`src/adc_pkg.sv`:
```
// Shared constants for the converter output and power-down control block
package adc_pkg;
  // ----------------------------------------------------------------
  // Data path
  // ----------------------------------------------------------------
  localparam int DATA_W = 12;   // Output code width
  localparam int IN_W = 14;     // Signed sample width, wider than code to show over-range
  localparam int LATENCY = 5;   // Clocks from sampling edge to output edge
  // ----------------------------------------------------------------
  // Timing
  // ----------------------------------------------------------------
  localparam int CLK_MHZ = 10;
  localparam int FULL_RECOV_US = 800;
  localparam int CORE_RECOV_US = 2;
  localparam int FULL_RECOV_CYC = FULL_RECOV_US * CLK_MHZ;
  localparam int CORE_RECOV_CYC = CORE_RECOV_US * CLK_MHZ;
  // ----------------------------------------------------------------
  // Register map (word index; byte address is four times this)
  // ----------------------------------------------------------------
  localparam int ADDR_W = 3;
  localparam logic [2:0] REG_CTRL = 3'h0;
  localparam logic [2:0] REG_STATE = 3'h1;
  localparam logic [2:0] REG_IRQ_STAT = 3'h2;
  localparam logic [2:0] REG_IRQ_MASK = 3'h3;
  // Control fields
  localparam int CTRL_W = 2;
  localparam int CTRL_CORE_PD = 0;
  localparam int CTRL_FULL_PD = 1;
  localparam logic [1:0] CTRL_RST = 2'h0;
  // State fields
  localparam int ST_VALID = 0;
  localparam int ST_OVR = 1;
  localparam int ST_CORE_PD = 2;
  localparam int ST_FULL_PD = 3;
  localparam int ST_WAKING = 4;
  localparam int ST_OE_N = 5;
  localparam int ST_DATA_LSB = 16;
  // Interrupt fields
  localparam int IRQ_W = 3;
  localparam int IRQ_OVR = 0;
  localparam int IRQ_PD = 1;
  localparam int IRQ_READY = 2;
  localparam logic [2:0] IRQ_MASK_RST = 3'h0;
  // ----------------------------------------------------------------
  // Power mode, Gray coded along run, down, wake
  // ----------------------------------------------------------------
  typedef enum logic [1:0] {
    PM_RUN = 2'b00,
    PM_DOWN = 2'b01,
    PM_WAKE = 2'b11
  } pmode_e;
endpackage

```
`src/smp_if.sv`:
```
// Sample word carrier between the converter stages
`timescale 1ns/10ps
interface smp_if #(parameter int W = adc_pkg::DATA_W);
  logic [W-1:0] code;
  logic over_range_flag;
  logic vld;
  modport src (output code, output over_range_flag, output vld);
  modport snk (input code, input over_range_flag, input vld);
endinterface

```
`src/pipe_delay.sv`:
```
// Clearable delay line carrying code, over-range and valid together
`timescale 1ns/10ps
module pipe_delay #(
  parameter int W = adc_pkg::DATA_W,
  parameter int DEPTH = adc_pkg::LATENCY - 1
) (
  input wire logic clk_in,
  input wire logic rst_n_in,
  input wire logic ce_in,
  input wire logic flush_in,
  smp_if.snk din,
  smp_if.src dout
);
  typedef struct packed {
    logic [DEPTH-1:0][W-1:0] code;
    logic [DEPTH-1:0] over_range_flag;
    logic [DEPTH-1:0] vld;
  } dly_s;

  dly_s s_q;
  dly_s s_d;

  // Refuse a line that cannot hold a word
  if (DEPTH < 1) begin : g_chk
    $error("pipe_delay: DEPTH must be at least 1");
  end

  // ----------------------------------------------------------------
  // Shift, or clear every word in flight
  // ----------------------------------------------------------------
  always_comb begin
    s_d = s_q;
    if (flush_in) begin
      s_d = '0;
    end else begin
      s_d.code[0] = din.code;
      s_d.over_range_flag[0] = din.over_range_flag;
      s_d.vld[0] = din.vld;
      for (int i = 1; i < DEPTH; i++) begin
        s_d.code[i] = s_q.code[i-1];
        s_d.over_range_flag[i] = s_q.over_range_flag[i-1];
        s_d.vld[i] = s_q.vld[i-1];
      end
    end
  end

  // State register, frozen while the enable is low
  always_ff @(posedge clk_in or negedge rst_n_in) begin
    if (!rst_n_in) begin
      s_q <= '0;
    end else if (ce_in) begin
      s_q <= s_d;
    end
  end

  // Last stage drives the output straight from its flops
  assign dout.code = s_q.code[DEPTH-1];
  assign dout.over_range_flag = s_q.over_range_flag[DEPTH-1];
  assign dout.vld = s_q.vld[DEPTH-1];
endmodule // pipe_delay

```
`src/adc_output_and_powerdown_ctrl.sv`:
```
// Converter output coding, pipeline, power-down control and register slave
//
// Functional notes
// - Format select high gives two's complement codes, low gives offset binary.
// - Two's complement code is offset binary with its top bit inverted.
// - In offset binary, at or above top code output all ones; at or below bottom, zeros.
// - Mid-scale gives one then eleven zeros in offset binary.
// - Output enable is registered onto a release flag; data outputs stay driven, the far side floats the bus.
// - Over-range flag low inside full scale, high above or below it.
// - Over-range flag has the same latency as its data word.
// - Over-range flag stays high while samples stay beyond full scale.
// - Sample taken each rising edge appears five rising edges later.
// - Data and over-range flag are registered, changing only on rising edges.
// - Conversion runs only while both power-down inputs are low.
// - Full power-down stops core and reference; about 800 us recovery.
// - Core power-down stops core only, keeps reference; about 2 us recovery.
// - Entering power-down discards words in flight; refill takes full latency.
`timescale 1ns/10ps
module adc_output_and_powerdown_ctrl #(
  parameter int DATA_W = adc_pkg::DATA_W,
  parameter int IN_W = adc_pkg::IN_W,
  parameter int LATENCY = adc_pkg::LATENCY,
  parameter int FULL_RECOV_CYC = adc_pkg::FULL_RECOV_CYC,
  parameter int CORE_RECOV_CYC = adc_pkg::CORE_RECOV_CYC
) (
  input wire logic CLK_IN,
  input wire logic RST_N_IN,
  input wire logic CE_IN,
  input wire logic signed [IN_W-1:0] SAMPLE_IN,
  input wire logic CODE_FORMAT_SELECT_IN,
  input wire logic OUTPUT_ENABLE_N_IN,
  input wire logic FULL_POWER_DOWN_IN,
  input wire logic CORE_POWER_DOWN_IN,
  input wire logic [adc_pkg::ADDR_W-1:0] AVS_ADDRESS_IN,
  input wire logic AVS_READ_IN,
  input wire logic AVS_WRITE_IN,
  input wire logic [31:0] AVS_WRITEDATA_IN,
  input wire logic [3:0] AVS_BYTEENABLE_IN,
  output logic [31:0] AVS_READDATA_OUT,
  output logic AVS_WAITREQUEST_OUT,
  output logic [DATA_W-1:0] DATA_OUT,
  output logic DATA_OE_N_OUT,
  output logic OVER_RANGE_FLAG_OUT,
  output logic DATA_VALID_OUT,
  output logic CORE_ENABLE_OUT,
  output logic REF_ENABLE_OUT,
  output logic IRQ_OUT
);
  localparam int CNT_W = $clog2(FULL_RECOV_CYC + 1);
  localparam int IRQ_W = adc_pkg::IRQ_W;

  // ----------------------------------------------------------------
  // Timing overview
  // ----------------------------------------------------------------
  // Edge N: capture register takes the sample and its valid mark
  // Edges N+1 to N+4: words walk through the clearable delay line
  // Edge N+5: output register applies the format and shows the word
  // The over-range bit rides beside the code in every stage, so the
  // flag can never lead or lag its word by a cycle
  // Format select is read at the output edge only; a change of format
  // therefore takes effect on the very next word shown, not five later
  // A power-down request clears every stage at once, so no stale word
  // can leak out after wake-up with a valid mark on it
  // The wake counter is loaded on the edge that sees all requests low
  // and counts down to zero before capture is marked valid again
  // A clock enable held low freezes every flop, the synchroniser too

  typedef struct packed {
    logic signed [IN_W-1:0] cap_raw;
    logic cap_vld;
    adc_pkg::pmode_e pm;
    logic long_wake;
    logic [CNT_W-1:0] wake_cnt;
    logic [DATA_W-1:0] data;
    logic over_range_flag;
    logic vld;
    logic oe_n;
    logic core_en;
    logic ref_en;
    logic [adc_pkg::CTRL_W-1:0] ctrl;
    logic [IRQ_W-1:0] irq_stat;
    logic [IRQ_W-1:0] irq_mask;
    logic irq;
    logic [31:0] rdata;
    logic wreq;
  } top_s;

  top_s s_q;
  top_s s_d;
  logic [1:0] rst_sync_q;
  logic rst_n;
  logic pd_full;
  logic pd_core;
  logic pd_any;
  logic [DATA_W:0] conv;
  logic [IRQ_W-1:0] ev;
  logic [IRQ_W-1:0] clr;

  smp_if #(.W(DATA_W)) dly_in ();
  smp_if #(.W(DATA_W)) dly_out ();

  // ----------------------------------------------------------------
  // Elaboration checks
  // ----------------------------------------------------------------
  if (IN_W <= DATA_W || LATENCY < 2) begin : g_chk_w
    $error("Sample must be wider than the code and latency at least 2");
  end
  if (FULL_RECOV_CYC < 1 || CORE_RECOV_CYC < 1 || CORE_RECOV_CYC > FULL_RECOV_CYC) begin : g_chk_t
    $error("Recovery counts must be at least 1 and core not above full");
  end

  // ----------------------------------------------------------------
  // Reset release through two flops
  // ----------------------------------------------------------------
  always_ff @(posedge CLK_IN or negedge RST_N_IN) begin
    if (!RST_N_IN) begin
      rst_sync_q <= 2'h0;
    end else if (CE_IN) begin
      rst_sync_q <= {rst_sync_q[0], 1'b1};
    end
  end
  assign rst_n = rst_sync_q[1];

  // ----------------------------------------------------------------
  // Saturating conversion to offset binary plus over-range bit
  // ----------------------------------------------------------------
  function automatic logic [DATA_W:0] to_offset(input logic signed [IN_W-1:0] smp);
    logic [DATA_W-1:0] code;
    logic over_range_flag;
    code = {~smp[DATA_W-1], smp[DATA_W-2:0]};
    over_range_flag = 1'b0;
    if (smp > $signed(IN_W'((1 << (DATA_W - 1)) - 1))) begin
      code = '1;
      over_range_flag = 1'b1;
    end else if (smp < -$signed(IN_W'(1 << (DATA_W - 1)))) begin
      code = '0;
      over_range_flag = 1'b1;
    end
    return {over_range_flag, code};
  endfunction

  // Combined power-down requests from pins and software
  assign pd_full = FULL_POWER_DOWN_IN | s_q.ctrl[adc_pkg::CTRL_FULL_PD];
  assign pd_core = CORE_POWER_DOWN_IN | s_q.ctrl[adc_pkg::CTRL_CORE_PD];
  assign pd_any = pd_full | pd_core;

  // Feed the delay line from the capture stage
  assign conv = to_offset(s_q.cap_raw);
  assign dly_in.code = conv[DATA_W-1:0];
  assign dly_in.over_range_flag = conv[DATA_W];
  assign dly_in.vld = s_q.cap_vld;

  // Middle stages; capture plus these plus the output register make the latency
  pipe_delay #(
    .W(DATA_W),
    .DEPTH(LATENCY - 1)
  ) u_dly (
    .clk_in(CLK_IN),
    .rst_n_in(rst_n),
    .ce_in(CE_IN),
    .flush_in(pd_any),
    .din(dly_in),
    .dout(dly_out)
  );

  // ----------------------------------------------------------------
  // Next-state logic
  // ----------------------------------------------------------------
  always_comb begin
    s_d = s_q;
    ev = '0;
    clr = '0;

    // Power mode sequencing and recovery count
    // Run goes to down on any request, pin or software
    // Down remembers whether the reference was ever stopped, since a
    // stopped reference needs the long settling time on the way back
    // Wake returns to down on a new request and keeps the long flag,
    // so a short core power-down cannot cut a reference recovery short
    case (s_q.pm)
      adc_pkg::PM_RUN: begin
        if (pd_any) begin
          s_d.pm = adc_pkg::PM_DOWN;
          s_d.long_wake = pd_full;
        end
      end
      adc_pkg::PM_DOWN: begin
        s_d.long_wake = s_q.long_wake | pd_full;
        if (!pd_any) begin
          s_d.pm = adc_pkg::PM_WAKE;
          if (s_d.long_wake) begin
            s_d.wake_cnt = CNT_W'(FULL_RECOV_CYC - 1);
          end else begin
            s_d.wake_cnt = CNT_W'(CORE_RECOV_CYC - 1);
          end
        end
      end
      adc_pkg::PM_WAKE: begin
        if (pd_any) begin
          s_d.pm = adc_pkg::PM_DOWN;
          s_d.long_wake = s_q.long_wake | pd_full; // Reference may still be settling
        end else if (s_q.wake_cnt == '0) begin
          s_d.pm = adc_pkg::PM_RUN;
        end else begin
          s_d.wake_cnt = s_q.wake_cnt - CNT_W'(1);
        end
      end
      default: begin
        s_d.pm = adc_pkg::PM_DOWN;
        s_d.long_wake = 1'b1;
      end
    endcase

    // Core and reference enables
    s_d.ref_en = ~pd_full;
    s_d.core_en = ~pd_any;

    // Capture stage: every rising edge, valid only in settled run mode
    s_d.cap_raw = SAMPLE_IN;
    s_d.cap_vld = (s_q.pm == adc_pkg::PM_RUN) && !pd_any;

    // Output register with format applied on the way out
    if (pd_any) begin
      s_d.data = '0;
      s_d.over_range_flag = 1'b0;
      s_d.vld = 1'b0;
    end else begin
      s_d.data = dly_out.code;
      s_d.data[DATA_W-1] = dly_out.code[DATA_W-1] ^ CODE_FORMAT_SELECT_IN;
      s_d.over_range_flag = dly_out.over_range_flag;
      s_d.vld = dly_out.vld;
    end
    s_d.oe_n = OUTPUT_ENABLE_N_IN;

    // Events
    // Over-range and ready events are rising edges of what the output register will hold,
    // so a long over-range run raises one event, not one per word
    ev[adc_pkg::IRQ_OVR] = s_d.over_range_flag & ~s_q.over_range_flag;
    ev[adc_pkg::IRQ_PD] = (s_d.pm == adc_pkg::PM_DOWN) && (s_q.pm != adc_pkg::PM_DOWN);
    ev[adc_pkg::IRQ_READY] = s_d.vld & ~s_q.vld;

    // Bus slave: one wait cycle, then completion
    // First edge of a request: read data are loaded, wait request drops
    // Second edge: the write lands, the status clear is applied and wait
    // request rises again, ready for a request on the following cycle
    // Read data stand untouched until the next request's first edge
    // Only byte lane zero carries writable register bits; other lanes are ignored
    if ((AVS_READ_IN || AVS_WRITE_IN) && s_q.wreq) begin
      s_d.wreq = 1'b0;
      s_d.rdata = '0;
      if (AVS_READ_IN) begin
        case (AVS_ADDRESS_IN)
          adc_pkg::REG_CTRL: begin
            s_d.rdata[adc_pkg::CTRL_W-1:0] = s_q.ctrl;
          end
          adc_pkg::REG_STATE: begin
            s_d.rdata[adc_pkg::ST_VALID] = s_q.vld;
            s_d.rdata[adc_pkg::ST_OVR] = s_q.over_range_flag;
            s_d.rdata[adc_pkg::ST_CORE_PD] = pd_core;
            s_d.rdata[adc_pkg::ST_FULL_PD] = pd_full;
            s_d.rdata[adc_pkg::ST_WAKING] = (s_q.pm == adc_pkg::PM_WAKE);
            s_d.rdata[adc_pkg::ST_OE_N] = s_q.oe_n;
            s_d.rdata[adc_pkg::ST_DATA_LSB +: DATA_W] = s_q.data;
          end
          adc_pkg::REG_IRQ_STAT: begin
            s_d.rdata[IRQ_W-1:0] = s_q.irq_stat;
          end
          adc_pkg::REG_IRQ_MASK: begin
            s_d.rdata[IRQ_W-1:0] = s_q.irq_mask;
          end
          default: begin
            s_d.rdata = '0;
          end
        endcase
      end
    end else if ((AVS_READ_IN || AVS_WRITE_IN) && !s_q.wreq) begin
      s_d.wreq = 1'b1;
      if (AVS_WRITE_IN && AVS_BYTEENABLE_IN[0]) begin
        if (AVS_ADDRESS_IN == adc_pkg::REG_CTRL) begin
          s_d.ctrl = AVS_WRITEDATA_IN[adc_pkg::CTRL_W-1:0];
        end else if (AVS_ADDRESS_IN == adc_pkg::REG_IRQ_MASK) begin
          s_d.irq_mask = AVS_WRITEDATA_IN[IRQ_W-1:0];
        end
      end
      // Clear only the bits that were actually returned
      if (AVS_READ_IN && AVS_ADDRESS_IN == adc_pkg::REG_IRQ_STAT) begin
        clr = s_q.rdata[IRQ_W-1:0];
      end
    end else begin
      s_d.wreq = 1'b1;
    end

    // Sticky status: a new event wins over a clear
    // The clear uses the bits returned by the read, so an event that
    // arrives between the two bus edges survives for the next read
    s_d.irq_stat = (s_q.irq_stat & ~clr) | ev;
    s_d.irq = |(s_d.irq_stat & s_d.irq_mask);
  end

  // ----------------------------------------------------------------
  // State register
  // ----------------------------------------------------------------
  // Reset leaves the core and reference running in run mode, so the
  // first word appears one latency after reset without a recovery wait
  // The data bus starts released until the enable pin has been seen
  always_ff @(posedge CLK_IN or negedge rst_n) begin
    if (!rst_n) begin
      s_q <= '0;
      s_q.pm <= adc_pkg::PM_RUN;
      s_q.oe_n <= 1'b1;
      s_q.core_en <= 1'b1;
      s_q.ref_en <= 1'b1;
      s_q.ctrl <= adc_pkg::CTRL_RST;
      s_q.irq_mask <= adc_pkg::IRQ_MASK_RST;
      s_q.wreq <= 1'b1;
    end else if (CE_IN) begin
      s_q <= s_d;
    end
  end

  // ----------------------------------------------------------------
  // Outputs, all from flops
  // ----------------------------------------------------------------
  // No output passes through logic after its flop, so every pin
  // changes only on a rising edge and holds steady in between
  // The release flag is a plain output; the far side floats the bus
  assign DATA_OUT = s_q.data;
  assign DATA_OE_N_OUT = s_q.oe_n;
  assign OVER_RANGE_FLAG_OUT = s_q.over_range_flag;
  assign DATA_VALID_OUT = s_q.vld;
  assign CORE_ENABLE_OUT = s_q.core_en;
  assign REF_ENABLE_OUT = s_q.ref_en;
  assign IRQ_OUT = s_q.irq;
  assign AVS_READDATA_OUT = s_q.rdata;
  assign AVS_WAITREQUEST_OUT = s_q.wreq;
endmodule // adc_output_and_powerdown_ctrl

```
`config.mk`:
```
export PLATFORM = sky130hd
export DESIGN_NAME = adc_output_and_powerdown_ctrl
export DESIGN_NICKNAME = d
export VERILOG_FILES = /design/src/adc_pkg.sv /design/src/smp_if.sv /design/src/pipe_delay.sv /design/src/adc_output_and_powerdown_ctrl.sv
export SDC_FILE = /design/constraint.sdc
export NUM_CORES = 1
export LEC_CHECK = 0
export ABC_AREA = 1
export BUFFER_PORTS_ARGS = -buffer_cell sky130_fd_sc_hd__buf_2
export CORE_MARGIN = 2
export CORE_UTILIZATION = 56
export DETAILED_ROUTE_END_ITERATION = 8
export HOLD_SLACK_MARGIN = 0.08
export PLACE_DENSITY = 0.81
export SLEW_MARGIN = 15
export SYNTH_ARGS = -nofsm -noshare
export SYNTH_HDL_FRONTEND = slang
export SYNTH_SLANG_ARGS = --single-unit
```
`constraint.sdc`:
```
create_clock -name CLK_IN -period 5.2 [get_ports CLK_IN]
set_clock_uncertainty 0.05 [all_clocks]
set_input_delay 0.52 -clock CLK_IN [delete_from_list [all_inputs] [get_ports CLK_IN]]
set_output_delay 0.52 -clock CLK_IN [all_outputs]
set_load 0.1 [all_outputs]
```
# Yosys cells after proc, flatten, opt, wreduce, memory -nomap -nowiden
# Index checks and enable logic that the tools add are counted.
# totals
ff_bits	148
output_inout_bits	51
# op_classes
mux	31
addsub	1
n_reduce_logical	18
bitwise_logic	17
n_eq_ne	12
magnitude_cmp	2
# op_table
op	count
2-to-1 mux 56 bit	1
2-to-1 mux 13 bit	4
2-to-1 mux 12 bit	3
2-to-1 mux 3 bit	10
2-to-1 mux 28 bit	1
one-hot mux 13 bit (2 select lines)	1
greater-than comparator 14 x 12 -> 1 bit, second input constant	1
< comparator 14 x 12 -> 1 bit, second input constant	1
2-to-1 mux 14 bit	1
zero test 13 bit	1
subtractor 13 x 1 -> 13 bit, second input constant	1
inequality test 2 bit, second input constant	5
AND reduction 5 bit	2
one-hot mux 3 bit (3 select lines)	1
one-hot mux 2 bit (4 select lines)	1
AND 3 bit	2
== test 3 x 2 -> 1 bit, second input constant	2
logical AND 1 bit	6
2-to-1 mux 2 bit	3
inverter 1 bit	6
== test 2 x 1 -> 1 bit, second input constant	2
2-to-1 mux 1 bit	4
OR 1 bit	4
== test 3 x 1 -> 1 bit, second input constant	1
other kinds (15)	17

# Logic depth before layout (Yosys ltp)
# Gate-level depths: netlist of run 1.
# logic_depth
ltp_word	10
depth_mapped	12

# Modules after synthesis
# Synthesis of run 1 repeated with hierarchy kept, for this count alone.
# hier_totals
cells_unflattened	754
area_unflattened_um2	6426.2
# modules_own_cells
mod	area_each_um2	n_inst	cells_each
adc_output_and_powerdown_ctrl	4082.7	1	498
pipe_delay	2343.5	1	256

# Least setup slack after synthesis of run 1
# OpenSTA, ideal clock, no wires.
# synth_timing
path_type	reg2reg
startpoint	register, netlist name rst_sync_q[1]
endpoint	register rst_sync_q[1]
path_buffers	0
slack_ps	1673
required_time_ps	5065
arrival_time_ps	3392
synth_period_minus_slack_ps	3527
stages_incl_launch_ff	3
path_cell_list	dfrtp_1 -> nand2_1 -> o21ai_0
# synth_rtl
element	line	source
to (signal assigned)	adc_output_and_powerdown_ctrl.sv:119	rst_sync_q <= {rst_sync_q[0], 1'b1};
to (decl)	adc_output_and_powerdown_ctrl.sv:90	logic [1:0] rst_sync_q;

# Final worst setup path of run 1
# layout_timing
startpoint	input CE_IN
endpoint	register s_q, in the netlist AVS_READDATA_OUT[27]
# layout_via
elab_chain_len	1
# layout_lines
element	line	source
from (decl)	adc_output_and_powerdown_ctrl.sv:28	input wire logic CE_IN,
AND reduction 2 bit (no source line)	-	
to (decl)	adc_output_and_powerdown_ctrl.sv:88	top_s s_q;
# Every way passes these cells.
# A chain may end at the register's enable or synchronous reset.

==> results of run 1 <==
[cells by family (layout without fill, tap and decap cells)]
logic type,count (synthesis),after routing,synth area share
compound gates,144,144,0.144
xor+xnor,1,1,0.00143
fa+ha+maj,1,1,0.00204
buf+inv,183,213,0.144
flops,134,134,0.548
other cells,1,14,0.000611
simple gates,216,216,0.160
[stage by stage]
stage                     std cells  setup slack [ns]  hold slack (ns)  cell area [um^2]  utilization
final                           863              3.00            0.147              6870        0.639
after global routing            863              2.83            0.145              6870        0.639
after CTS                       863              3.01            0.130              6870        0.639
after detailed placement        830              2.49            0.257              6250        0.582
after floorplan                 693              1.13            0.174              6180            -
after global placement          830              2.64            0.255              6250        0.582
[layer usage]
metal  up-vias  part of all wire
met5         -                 0
met4         0             0.017
met3        20             0.053
met2       148              0.49
met1      2216              0.44
li1       2196                 -
[area by class of cell]
cell class / instances / area (um^2) / share of cell area
Timing Repair Buffer: 69 / 358 / 0.0521
Clock inverter: 10 / 143 / 0.0208
Inverter: 112 / 425 / 0.0619
Sequential cell: 134 / 3360 / 0.490
Clock buffer: 22 / 463 / 0.0674
Tap cell: 140 / 175 / 0.0255
Multi-Input combinational cell: 376 / 1940 / 0.283
[worst max path at each step]
| stage | slack [ns] | cells past startpoint | to | start |
|---|---|---|---|---|
| detailed placement | 2.49 | 6 | AVS_READDATA_OUT[5]$_DFFE_PN0P_ | CE_IN |
| finish | 3.00 | 6 | AVS_READDATA_OUT[27]$_DFFE_PN0P_ | CE_IN |
| global placement | 2.64 | 6 | AVS_READDATA_OUT[27]$_DFFE_PN0P_ | CE_IN |
| floorplan | 1.13 | 0 | AVS_READDATA_OUT[0]$_DFFE_PN0P_ | rst_sync_q[1]$_DFFE_PN0P_ |
| global route | 2.83 | 6 | AVS_READDATA_OUT[3]$_DFFE_PN0P_ | CE_IN |
| CTS | 3.01 | 1 | AVS_WAITREQUEST_OUT | AVS_WAITREQUEST_OUT$_DFFE_PN1P_ |
[worst max-delay path, stage by stage]
cell and delay [ns]:
sky130_fd_sc_hd__buf_4 0.09, sky130_fd_sc_hd__buf_4 0.75, sky130_fd_sc_hd__nand3_4 0.31, sky130_fd_sc_hd__nor2_2 0.20, sky130_fd_sc_hd__nand3_2 0.33, sky130_fd_sc_hd__o21ai_0 0.34
[registers in the layout, summed over array words and instances (netlist names)]
register,flops
CORE_ENABLE_OUT,1
u_dly.dout.vld,1
u_dly.s_q,42
AVS_READDATA_OUT,18
DATA_OUT,12
dly_in.vld,1
DATA_VALID_OUT,1
REF_ENABLE_OUT,1
IRQ_OUT,1
rst_sync_q,2
AVS_WAITREQUEST_OUT,1
OVER_RANGE_FLAG_OUT,1
u_dly.dout.over_range_flag,1
DATA_OE_N_OUT,1
u_dly.dout.code,12
s_q,38
[cell usage in the layout (no fill, tap or decap), drive strengths merged]
cell type      n
or2            3
nand3         25
a21oi          8
bufinv         3
inv          114
nor3           5
nor2          33
dfstp          4
buf           68
conb          14
a31oi          2
o21ai         67
nand2        146
o22ai         59
clkinvlp       1
o32ai          1
dfrtp        130
o211ai         2
o2111ai        2
clkbuf        22
ha             1
o21a           2
dlygate4sd3    1
nand4          2
and2           1
nor3b          1
clkinv         4
a211oi         1
xnor2          1
[power by group]
| group | switching [mW] | internal, mW |
|---|---|---|
| registers | 0.0776 | 1.12 |
| clock network | 0.434 | 0.771 |
| logic | 0.313 | 0.107 |
[what timing repair did]
item                                    in CTS  in global routing
buffers inserted                             0                  0
endpoints found under the setup margin       0                  0
hold endpoints to repair                     2                  0
hold buffers                                 1                  0
==> results.md, run 1 <==
Global route:
- The total global-route track usage is 0.224.
- The maximum number of pins on one net before global-route repair is 107.
- The global-route track usage on met1 is 0.293.
- The global routing's busiest layer is met2.
- The met2 routing resource usage after global routing is 0.363.
- For this run the aggregate overflow at the end of global routing stands at 0.
- The initial antenna violation count is 0.
- The met3 track demand over resource in global routing is 0.0502.
- The wire length of the first global-routing pass is 20800 um.
- The via count of the first global-routing pass is 4532.

Detailed routing:
- Wires add up to 12100 um.
- The count of nets left with antenna violations once routing finished came out at 0.
- The via count is 4580.
- In the final routed layout, each cell accounts on average for 14.0 um.
- The number of iterations in the first detailed-routing pass is 5.
- The first routing iteration left 417 violations.
- Using the TritonRoute via totals, the vias-per-cell ratio works out to 5.31.
- The DRC violations left is 0.

Placement:
- The global placement routability congestion is 0.882.
- The final HPWL from detailed placement is 7560 um.
- The number of buffers inserted by port buffering is 66.

Timing:
- Setup violations remaining at the end of the flow were counted as 0.
- Setup total negative slack on the finished layout was measured at 0 ns.
- The headroom to the max-slew limit is 0.318.
- Of the available clock period, the critical path in the final layout requires 0.423.
- The number of max-slew violations in the final report is 0.
- The worst path in the final design needs a cycle of 2.20 ns, including I/O delays and setup.
- The maximum frequency from static timing analysis is 455 MHz.
- The slew of the pin with the lowest slew margin is 1.02 ns.
- The number of failing hold endpoints at the final stage came to 0.
- Setup repair after global routing left no endpoint under its margin.

Worst setup path:
- The register-to-register path setup slack is 3.31 ns.
- Measured in cells, the most critical reg-to-reg path has a length of 7.
- In this run the worst path has a maximum fanout of 106.
- Data on the critical path is required at its endpoint by 5.57 ns.
- The endpoint identified for the worst register-to-register timing path is u_dly.s_q[10]$_DFFE_PN0P_.
- STA classifies the critical path startpoint as an input pin.
- The worst setup path is captured at a flop.
- The startpoint identified for the worst register-to-register timing path is s_q[41]$_DFFE_PN0P_.
- By startpoint and endpoint, the worst setup path is classified as in2reg.
- At the worst endpoint, the arrival time is 2.57 ns.

Finish:
- In the final layout, the share of cells above drive strength 1 is 0.206.
- At the end of the flow, the number of nets in the layout was 773.
- The area added between synthesis and finish is 12.0%.
- Fill cells in the final layout number 818.
- The number of antenna diodes in the final layout is 0.

Synth:
- The distinct cell type count of the synthesized netlist is 41.
- Ranked by instance count, the synthesized netlist is headed by 140 x sky130_fd_sc_hd__nand2_1, 130 x sky130_fd_sc_hd__dfrtp_1, 108 x sky130_fd_sc_hd__inv_1.
- In this run the mean area of a mapped cell was 9.02 um^2.
- The share of synthesized area in the top cell type comes to 0.530.
- The synthesized netlist cell count is 680.
- During synthesis, Yosys emitted a total of 0 warnings.
- The post-synthesis cell area is 0.00613 mm^2.
- After synthesis, the cell types taking the most area are sky130_fd_sc_hd__dfrtp_1 53%, sky130_fd_sc_hd__nand2_1 8.6%, sky130_fd_sc_hd__inv_1 6.6%.
- The synthesized design contains 134 register bits.
- The share of the yosys chip area belonging to registers is 0.548.
- Counting flops with an async set or reset pin after synthesis yields a share of 1.00.
- The synthesized design contains 0 enable-type register cells.
- Of all cell types, the one taking the most synthesized area is sky130_fd_sc_hd__dfrtp_1.
- Among all flip-flop cells after synthesis, the most frequent one is sky130_fd_sc_hd__dfrtp_1.
- The library cell with the highest instance count after synthesis is sky130_fd_sc_hd__nand2_1.

Floorplanning:
- The die footprint is 0.0118 mm^2.
- The die extent in x is 109 um.
- The count of standard-cell rows is 38.
- For this configuration, the core starts out at a cell density of 0.571.
- The area of the placeable core is 0.0107 mm^2.
- In this run the count of I/O pins placed on the die edge is 113.
- Measured along the y axis, the die boundary spans 109 um.

Worst hold path:
- The cell count of the worst hold path is 3.
- The worst hold path class is in2reg.
- The hold path startpoint is SAMPLE_IN[7].
- The endpoint of the worst hold path is s_q[83]$_DFFE_PN0P_.

Clocking:
- After clock tree synthesis, the repair step resized 0 gates.
- Counting along the longest clock path gives a buffer depth of 2.
- The CTS tree is done.
- The clock tree root driver cell is sky130_fd_sc_hd__clkbuf_8.
- Clock-pin slew was measured on the worst setup and hold paths at 0.06 ns.
- The insertion delay to the later sink of the worst-skew pair is 0.52 ns.
- The number of buffers inserted during clock tree synthesis is 17.
- The tree built by TritonCTS fans out to 134 sinks.
- The level count of the clock H-tree is 4.

Pwr:
- The areal power density over the cells is 411 mW/mm^2.
- The power after layout is 2.82 mW.
- VDD sags by at most 217 uV.
- Summed over all cells, the static leakage comes to 3.30 nW.

Run status:
- The flow ran to the end, and the final reports show no timing, DRC or antenna violations.

Flow run:
- The max-cap check violation count is 0.
Power figures use the tool's default switching activity.
==> run 2: changes to the inputs <==
==> constraint.sdc (replaced) <==
create_clock -name CLK_IN -period 2.1 [get_ports CLK_IN]
set_clock_uncertainty 0.05 [all_clocks]
set_input_delay 0.21 -clock CLK_IN [delete_from_list [all_inputs] [get_ports CLK_IN]]
set_output_delay 0.21 -clock CLK_IN [all_outputs]
set_load 0.1 [all_outputs]
==> run 2 against run 1 <==
Against the previous run: register-to-register slack got worse by 3.1 ns; core utilization grew 2.7 points; first-iteration DRC count decreased by 2.4%; largest cell class unchanged; design area grew 4.2%; cell count grew 3.0%; critical path depth increased by 5; routed wire length up 0.51%; setup slack lost 2.8 ns; sequential power rose by 150%; via count barely moved; die area did not move; combinational power grew to 2.6 times the previous value.
==> results.md, run 2 (same netlist as run 1, synthesis figures left out) <==
Global route:
- The initial antenna violation count came to 0 (unchanged).
- The final global-route overflow total is 0 (unchanged).
- The via count of the first global-routing pass is 4449 (-1.8%).
- The wire length of the first global-routing pass is 20500 um (-1.0%).
- The maximum number of pins on one net before global-route repair is 101 (-5.6%).
- The total global-route track usage is 0.224 (-0.000833).

Worst setup path:
- The data arrival time of the critical path is 2.27 ns (-0.30 ns).
- In this run the worst setup path begins at s_q[59]$_DFFE_PN0P_.
- The top fanout value on the critical path was 5 (-95%).
- The required time of the critical path was 2.45 ns (-3.12 ns).
- The worst setup path is captured at a flop.
- The destination of the critical timing path is s_q[69]$_DFFE_PN0P_.
- The startpoint kind of the worst setup timing path is a flop.
- The count of cells along the worst register-to-register path is 11 (+4).
- The register-to-register path setup slack came to 0.18 ns (-3.13 ns).
- The worst setup path is of the reg2reg kind.
- The worst register-to-register path ends at s_q[69]$_DFFE_PN0P_.
- The source of the worst register-to-register timing path is s_q[59]$_DFFE_PN0P_.

Floorplanning:
- The height of the die is 109 um (unchanged).
- The top-level port count is 113 (unchanged).
- The area of the placeable core was 0.0107 mm^2 (unchanged).
- The effective utilization at floorplan came to 0.571 (unchanged).
- The count of standard-cell rows is 38 (unchanged).
- The die footprint was 0.0118 mm^2 (unchanged).
- The die extent in x is 109 um (unchanged).

Detailed routing:
- The DRC violations left is 0 (unchanged).
- The via count was 4576 (-0.087%).
- The detailed router's first-iteration violation count is 407 (-2.4%).
- The total wirelength of the detailed-routed design is 12200 um (+0.51%).
- The mean routed wirelength per cell is 13.7 um (-2.4%).
- The per-cell via count in the routed design is 5.15 (-3.0%).
- The antenna violation net count after detailed routing is 0 (unchanged).
- The number of iterations in the first detailed-routing pass came to 5 (unchanged).

Pwr:
- The leakage component of the power is 3.42 nW (+3.7%).
- The part of the power in registers came to 0.416 (-0.008).
- The clock share of power came to 0.426 (-0.002).
- The internal cell power came to 4.96 mW (+150%).
- The power after layout is 7.07 mW (+150%).
- The peak supply drop is 597 uV (+180%).
- The switching share of power is 0.298 (+0.00563).
- The fraction of power consumed by combinational cells was 0.158 (+0.009).
- The areal power density over the cells came to 988 mW/mm^2 (+140%).
- The switching power total is 2.11 mW (+160%).

Finish:
- The share of layout cells above drive strength 1 is 0.204 (-0.00181).
- The register with the most flip-flops is u_dly.s_q.
- The area of all placed cells without fillers is 0.00715 mm^2 (+4.2%).
- The number of diodes added for antenna fixing is 0 (unchanged).
- The number of flip-flops in the largest register was 42 (unchanged).
- From synthesis to final layout, the design area changed by 16.6%.
- The library cells used most frequently in the layout, excluding fill and tap cells, are 140 x sky130_fd_sc_hd__nand2_1, 129 x sky130_fd_sc_hd__dfrtp_1, 108 x sky130_fd_sc_hd__inv_1.
- The non-filler instance count after layout is 889 (+3.0%).
- The final net count came to 799 (+3.4%).
- The library cell used most frequently in the layout, excluding fill and tap cells, is sky130_fd_sc_hd__nand2_1.

Placement:
- The instance count after placement with tap cells included is 832 (+0.24%).
- The final HPWL from detailed placement was 7500 um (-0.81%).
- The global placement routability congestion is 0.856 (-2.9%).
- The total cell area at the placement stage was 0.00629 mm^2 (+0.64%).
- The number of buffers inserted by port buffering is 66 (unchanged).

Clocking:
- The quantity of gates resized following cts is 0 (unchanged).
- The hold-fix buffer count after cts is 25 (+24).
- The number of buffers inserted during clock tree synthesis is 17 (unchanged).
- The number of sinks on the clock net came to 134 (unchanged).
- The level count of the clock H-tree is 4 (unchanged).
- The buffer depth of the longest clock path was 2 (unchanged).
- The post-CTS repair timing setup buffer count came to 0 (unchanged).
- The insertion delay to the later sink of the worst-skew pair is 0.52 ns (about the same).
- The clock-pin transition on the worst setup and hold timing paths is 0.06 ns (about the same).
- TritonCTS built the clock tree.
- The clock tree root driver cell is sky130_fd_sc_hd__clkbuf_8.

Timing:
- Setup repair after global routing left no endpoint under its margin.
- The number of max-slew violations in the final report is 0 (unchanged).
- The maximum frequency from static timing analysis is 521 MHz.
- The headroom to the max-slew limit is 0.558 (+0.240).
- The count of endpoints failing setup in the final report is 0 (unchanged).
- The post-route clock period utilization is 0.915.
- The final setup TNS is 0 ns (unchanged).
- The slew of the pin with the lowest slew margin is 0.663 ns (-0.360 ns).
- The number of failing hold endpoints at the final stage is 0 (unchanged).
- The minimum clock period after layout is 1.92 ns.

Run status:
- The flow ran to the end, and the final reports show no timing, DRC or antenna violations.

Flow run:
- The max-cap check violation count is 0 (unchanged).

Worst hold path:
- The path class of the tightest hold or removal check is in2reg.
==> run 2: worst min-delay path by stage <==
stage | startpoint | to | slack, ns | depth (start not counted)
floorplan | RST_N_IN | rst_sync_q[0]$_DFFE_PN0P_ | -0.14 | 0
global placement | RST_N_IN | rst_sync_q[0]$_DFFE_PN0P_ | -0.05 | 1
detailed placement | RST_N_IN | rst_sync_q[0]$_DFFE_PN0P_ | -0.05 | 1
CTS | AVS_ADDRESS_IN[2] | s_q[40]$_DFFE_PN0P_ | 0.09 | 6
global route | AVS_ADDRESS_IN[2] | s_q[40]$_DFFE_PN0P_ | 0.17 | 6
finish | AVS_ADDRESS_IN[2] | s_q[41]$_DFFE_PN0P_ | 0.10 | 6
==> run 2: area by class of cell <==
cell class	count	area, um^2
Inverter	112	425
Clock buffer	19	442
Fill cell	796	3590
Clock inverter	13	169
Timing Repair Buffer	95	638
Sequential cell	134	3360
Multi-Input combinational cell	376	1940
Tap cell	140	175
==> run 2: stage by stage <==
| step | utilization | worst slack [ns] | hold slack (ns) |
|---|---|---|---|
| 2_1_floorplan | - | 0.361 | -0.136 |
| 6_report | 0.666 | 0.179 | 0.103 |
| 3_3_place_gp | 0.586 | 0.348 | -0.0547 |
| 3_5_place_dp | 0.586 | 0.302 | -0.0493 |
| 5_1_grt | 0.666 | 0.0872 | 0.170 |
| 4_1_cts | 0.666 | 0.217 | 0.0875 |
==> run 2: power groups by stage <==
stage	sequential [mW]	clock, mW	combinational (mW)
floorplan	3.07	0	0.768
global placement	2.96	0	1.02
detailed placement	2.97	0	1.06
CTS	2.94	3.04	1.11
global route	2.96	3.16	1.24
finish	2.94	3.01	1.11
==> run 2: critical path, stage by stage, from the launching register on <==
cell and delay, ns:
sky130_fd_sc_hd__dfrtp_1 0.39, sky130_fd_sc_hd__inv_1 0.16, sky130_fd_sc_hd__ha_1 0.23, sky130_fd_sc_hd__inv_1 0.09
sky130_fd_sc_hd__nor2_1 0.14, sky130_fd_sc_hd__nand2_1 0.14, sky130_fd_sc_hd__nor2_1 0.21, sky130_fd_sc_hd__nand3_1 0.10
sky130_fd_sc_hd__nand3_1 0.10, sky130_fd_sc_hd__nand2_1 0.06, sky130_fd_sc_hd__nand2_1 0.08, sky130_fd_sc_hd__o21ai_2 0.05
==> run 2: routing by layer <==
| layer | GRT usage | wire length, um | up-vias | share of wire |
|---|---|---|---|---|
| met5 | 0 | 0 | - | 0 |
| met4 | 0.0907 | 283 | 0 | 0.023 |
| met3 | 0.0460 | 660 | 30 | 0.054 |
| met2 | 0.370 | 5920 | 155 | 0.49 |
| met1 | 0.290 | 5310 | 2141 | 0.44 |
| li1 | - | - | 2250 | - |
==> run 3: changes to the inputs <==
--- a/config.mk
+++ b/config.mk
@@ -7,12 +7,13 @@
 export LEC_CHECK = 0
 export ABC_AREA = 1
 export BUFFER_PORTS_ARGS = -buffer_cell sky130_fd_sc_hd__buf_2
+export CORE_ASPECT_RATIO = 1.4
 export CORE_MARGIN = 2
 export CORE_UTILIZATION = 56
 export DETAILED_ROUTE_END_ITERATION = 8
 export HOLD_SLACK_MARGIN = 0.08
 export PLACE_DENSITY = 0.81
-export SLEW_MARGIN = 15
 export SYNTH_ARGS = -nofsm -noshare
 export SYNTH_HDL_FRONTEND = slang
+export SYNTH_HIERARCHICAL = 1
 export SYNTH_SLANG_ARGS = --single-unit
==> run 3 against run 2 <==
Against the previous run: routed wire length is 7.8% higher; first-iteration DRC count is 9.3% higher; clock-buffer cell count is 1 lower; via count is 9.6% higher; area after synthesis is 4.8% higher; largest power group unchanged; critical path type unchanged; worst hold slack better by 0.064 ns; sequential power is 2% lower; flip-flop and latch count stayed put; largest cell class unchanged.
==> results.md, run 3 <==
Synth:
- The average size of a mapped cell is 8.52 um^2 (-5.5%).
- The share of the synthesized area in the top cell type is 0.506 (-0.0242).
- The library cell occupying the most area in the post-synthesis netlist is sky130_fd_sc_hd__dfrtp_1.
- The flip-flop and latch count after synthesis is 134 (unchanged).
- The share of the yosys chip area belonging to registers is 0.523 (-0.0249).
- By area the synthesized netlist is led by sky130_fd_sc_hd__dfrtp_1 51%, sky130_fd_sc_hd__nand2_1 12%, sky130_fd_sc_hd__buf_4 7.5%.
- By count the netlist is led by 209 x sky130_fd_sc_hd__nand2_1, 130 x sky130_fd_sc_hd__dfrtp_1, 81 x sky130_fd_sc_hd__inv_1.
- The distinct cell type count of the synthesized netlist is 34 (-17%).
- The share of synthesized flip-flops with an asynchronous set or reset is 1.00 (unchanged).
- The post-synthesis cell area is 0.00643 mm^2 (+4.8%).
- The library cell with the highest instance count after synthesis is sky130_fd_sc_hd__nand2_1.
- The number of synthesized flops with an enable pin is 0 (unchanged).
- The synthesized netlist cell count was 754 (+11%).
- The predominant post-synthesis flop cell is sky130_fd_sc_hd__dfrtp_1.
- The number of warnings printed during yosys synthesis is 6 (+6).

Placement:
- The number of buffers inserted by port buffering is 66 (unchanged).
- The instance count after placement with tap cells included was 897 (+7.8%).
- The global placement routability congestion is 0.857 (+0.14%).
- The worst slack at placement is 0.263 ns (-0.0392 ns).
- The final HPWL from detailed placement was 8290 um (+11%).

Floorplanning:
- The count of standard-cell rows is 46 (+21%).
- The die footprint is 0.0124 mm^2 (+4.7%).
- The effective utilization at floorplan is 0.570 (-0.00114).
- The height of the die was 131 um (+20%).
- The area of the placeable core was 0.0113 mm^2 (+5.0%).
- The top-level port count is 113 (unchanged).
- The die extent in x is 94.5 um (-13%).

Finish:
- The core utilization of the finished layout was 0.648 (-0.0181).
- The layout filler cell count came to 935 (+17%).
- The final net count was 857 (+7.3%).
- The library cell used most frequently in the layout, excluding fill and tap cells, is sky130_fd_sc_hd__nand2_1.
- The area growth from synthesis to layout is 13.7%.
- The number of diodes added for antenna fixing is 0 (unchanged).
- The non-filler instance count after layout came to 951 (+7.0%).
- The register with the most flip-flops is u_dly/s_q.
- The share of layout cells above drive strength 1 is 0.173 (-0.0308).
- The top cell types in the final layout, fill and taps aside, are 209 x sky130_fd_sc_hd__nand2_1, 129 x sky130_fd_sc_hd__dfrtp_1, 81 x sky130_fd_sc_hd__inv_1.
- The number of flip-flops in the largest register came to 42 (unchanged).

Worst setup path:
- The destination of the critical timing path is s_q[67]$_DFFE_PN0P_.
- The count of cells along the worst register-to-register path is 9 (-2).
- The critical path class is reg2reg.
- STA classifies the critical path startpoint as a flop.
- The endpoint identified for the worst register-to-register timing path is s_q[67]$_DFFE_PN0P_.
- The worst setup path is captured at a flop.
- The largest incremental delay on the critical path is 0.36 ns (-0.03 ns).
- The register-to-register path setup slack was 0.17 ns (about the same).
- The data arrival time of the critical path was 2.17 ns (-0.10 ns).
- In this run the worst setup path begins at s_q[59]$_DFFE_PN0P_.
- The number of stages on the worst setup path was 9 (-2).
- The required time of the critical path is 2.34 ns (-0.11 ns).
- The top fanout value on the critical path was 12 (+7).
- The cell family contributing the most delay on the critical path is simple AND/OR/NAND/NOR gates.
- The slowest stage of the critical path belongs to the cell sky130_fd_sc_hd__dfrtp_1.
- The number of buffer and inverter instances along the worst setup path came to 2 (unchanged).
- The signal on the critical path passes through inv_1 -> ha_1 -> nand2_1 -> nor2_4 -> nand3_2 -> nand2_2 -> inv_2 -> o21ai_0 -> a21oi_1.
- The source of the worst register-to-register timing path is s_q[59]$_DFFE_PN0P_.

Global route:
- The met2 routing resource usage after global routing is 0.411 (+0.0417).
- The met3 track demand over resource in global routing is 0.0516 (+0.00558).
- The global-route track usage on met1 came to 0.277 (-0.0123).
- The wire length of the first global-routing pass is 22600 um (+10%).
- The final global-route overflow total is 0 (unchanged).
- The total global-route track usage is 0.233 (+0.00915).
- The via count of the first global-routing pass is 5000 (+12%).
- The maximum number of pins on one net before global-route repair came to 60 (-41%).
- The global routing's busiest layer is met2.
- The initial antenna violation count is 0 (unchanged).

Clocking:
- The insertion delay to the later sink of the worst-skew pair is 0.42 ns (-0.10 ns).
- The clock tree root driver cell is sky130_fd_sc_hd__clkbuf_16.
- TritonCTS built the clock tree.
- The clock-pin transition on the worst setup and hold timing paths is 0.06 ns (about the same).
- The level count of the clock H-tree is 4 (unchanged).
- The number of sinks on the clock net was 134 (unchanged).
- The buffer depth of the longest clock path was 2 (unchanged).
- The quantity of gates resized following cts is 0 (unchanged).
- The number of buffers inserted during clock tree synthesis came to 17 (unchanged).

Timing:
- The post-route clock period utilization was 0.919 (+0.00409).
- The final setup TNS is 0 ns (unchanged).
- The number of max-slew violations in the final report is 0 (unchanged).
- The final worst hold slack is 0.166 ns (+0.0639 ns).
- Setup repair after global routing left no endpoint under its margin.
- The headroom to the max-slew limit is 0.434 (-0.124).
- The worst-case setup margin in the final layout came to 0.171 ns (-0.00858 ns).
- The count of endpoints failing setup in the final report is 0 (unchanged).
- The number of failing hold endpoints at the final stage came to 0 (unchanged).
- The maximum frequency from static timing analysis is 518 MHz (-0.44%).
- The slew of the pin with the lowest slew margin was 0.848 ns (+0.185 ns).
- The minimum clock period after layout is 1.93 ns (+0.00858 ns).

Flow run:
- The max-cap check violation count was 0 (unchanged).

Detailed routing:
- The DRC violations left was 0 (unchanged).
- The via count is 5017 (+9.6%).
- The detailed router's first-iteration violation count was 445 (+9.3%).
- The total wirelength of the detailed-routed design came to 13100 um (+7.8%).
- The mean routed wirelength per cell is 13.8 um (+0.78%).
- The number of iterations in the first detailed-routing pass was 5 (unchanged).
- The antenna violation net count after detailed routing came to 0 (unchanged).
- The per-cell via count in the routed design is 5.28 (+2.5%).

Run status:
- The flow ran to the end, and the final reports show no timing, DRC or antenna violations.

Pwr:
- The areal power density over the cells is 952 mW/mm^2 (-3.6%).
- The leakage component of the power is 3.77 nW (+10%).
- The peak supply drop was 765 uV (+28%).

Worst hold path:
- In this run the worst hold path is classified as in2reg.
[run 3: worst min-delay path by stage]
| stage | cells past startpoint | endpoint | startpoint | slack, ns |
|---|---|---|---|---|
| 5_1_grt | 3 | s_q[87]$_DFFE_PN0P_ | CE_IN | 0.18 |
| 4_1_cts | 3 | DATA_OE_N_OUT$_DFFE_PN1P_ | CE_IN | 0.14 |
| 2_1_floorplan | 0 | rst_sync_q[0]$_DFFE_PN0P_ | RST_N_IN | -0.14 |
| 3_3_place_gp | 1 | rst_sync_q[0]$_DFFE_PN0P_ | RST_N_IN | -0.05 |
| 3_5_place_dp | 1 | rst_sync_q[0]$_DFFE_PN0P_ | RST_N_IN | -0.05 |
| 6_report | 4 | s_q[36]$_DFFE_PN0P_ | AVS_WRITEDATA_IN[2] | 0.17 |
[run 3: cell type report]
cell class | instances | area, um^2 | area share
Inverter | 86 | 323 | 0.0442
Timing Repair Buffer | 96 | 651 | 0.0891
Clock inverter | 14 | 199 | 0.0272
Clock buffer | 18 | 429 | 0.0587
Sequential cell | 134 | 3360 | 0.460
Tap cell | 144 | 180 | 0.0247
Multi-Input combinational cell | 459 | 2160 | 0.296
[run 3: logic make-up (layout without fill, tap and decap cells)]
kind of cell	after synthesis	count (layout)	synth area share
flops	134	134	0.523
xor+xnor	2	2	0.00273
simple gates	340	340	0.227
buf+inv	174	214	0.149
other cells	1	14	0.000584
fa+ha+maj	1	1	0.00195
compound gates	102	102	0.0962
[run 3: timing repair]
action / CTS / global route
buffers inserted: 0 / 0
hold buffers: 22 / 0
endpoints found under the hold margin: 25 / 0
[run 3: where the power goes]
group | internal [mW] | total (mW) | leakage (nW) | switching [mW]
Sequential | 2.75 | 2.87 | 1.74 | 0.120
Clock | 2.00 | 3.12 | 0.305 | 1.12
Combinational | 0.241 | 0.966 | 1.73 | 0.726
Total | 4.99 | 6.96 | 3.77 | 1.97
[run 3: metal layers]
layer  vias to the layer above  wire, um
li1                       2409         -
met1                      2427      5290
met5                         -         0
met2                       158      6960
met3                        23       614
met4                         0       257
[run 3: per-stage QoR]
step	cell area (um^2)	total power, mW
3_3_place_gp	6460	3.79
4_1_cts	7310	7.00
5_1_grt	7310	7.24
2_1_floorplan	6480	3.67
6_report	7310	6.96
3_5_place_dp	6460	3.83
[run 3: worst reg2reg max path: cells and delay by family (launching register included)]
family | cells | cell delay [ns]
adders and majority gates | 1 | 0.25
and+or+nand+nor | 4 | 0.70
buffers and inverters | 2 | 0.24
AOI/OAI and AO/OA | 2 | 0.21
DFF | 1 | 0.36
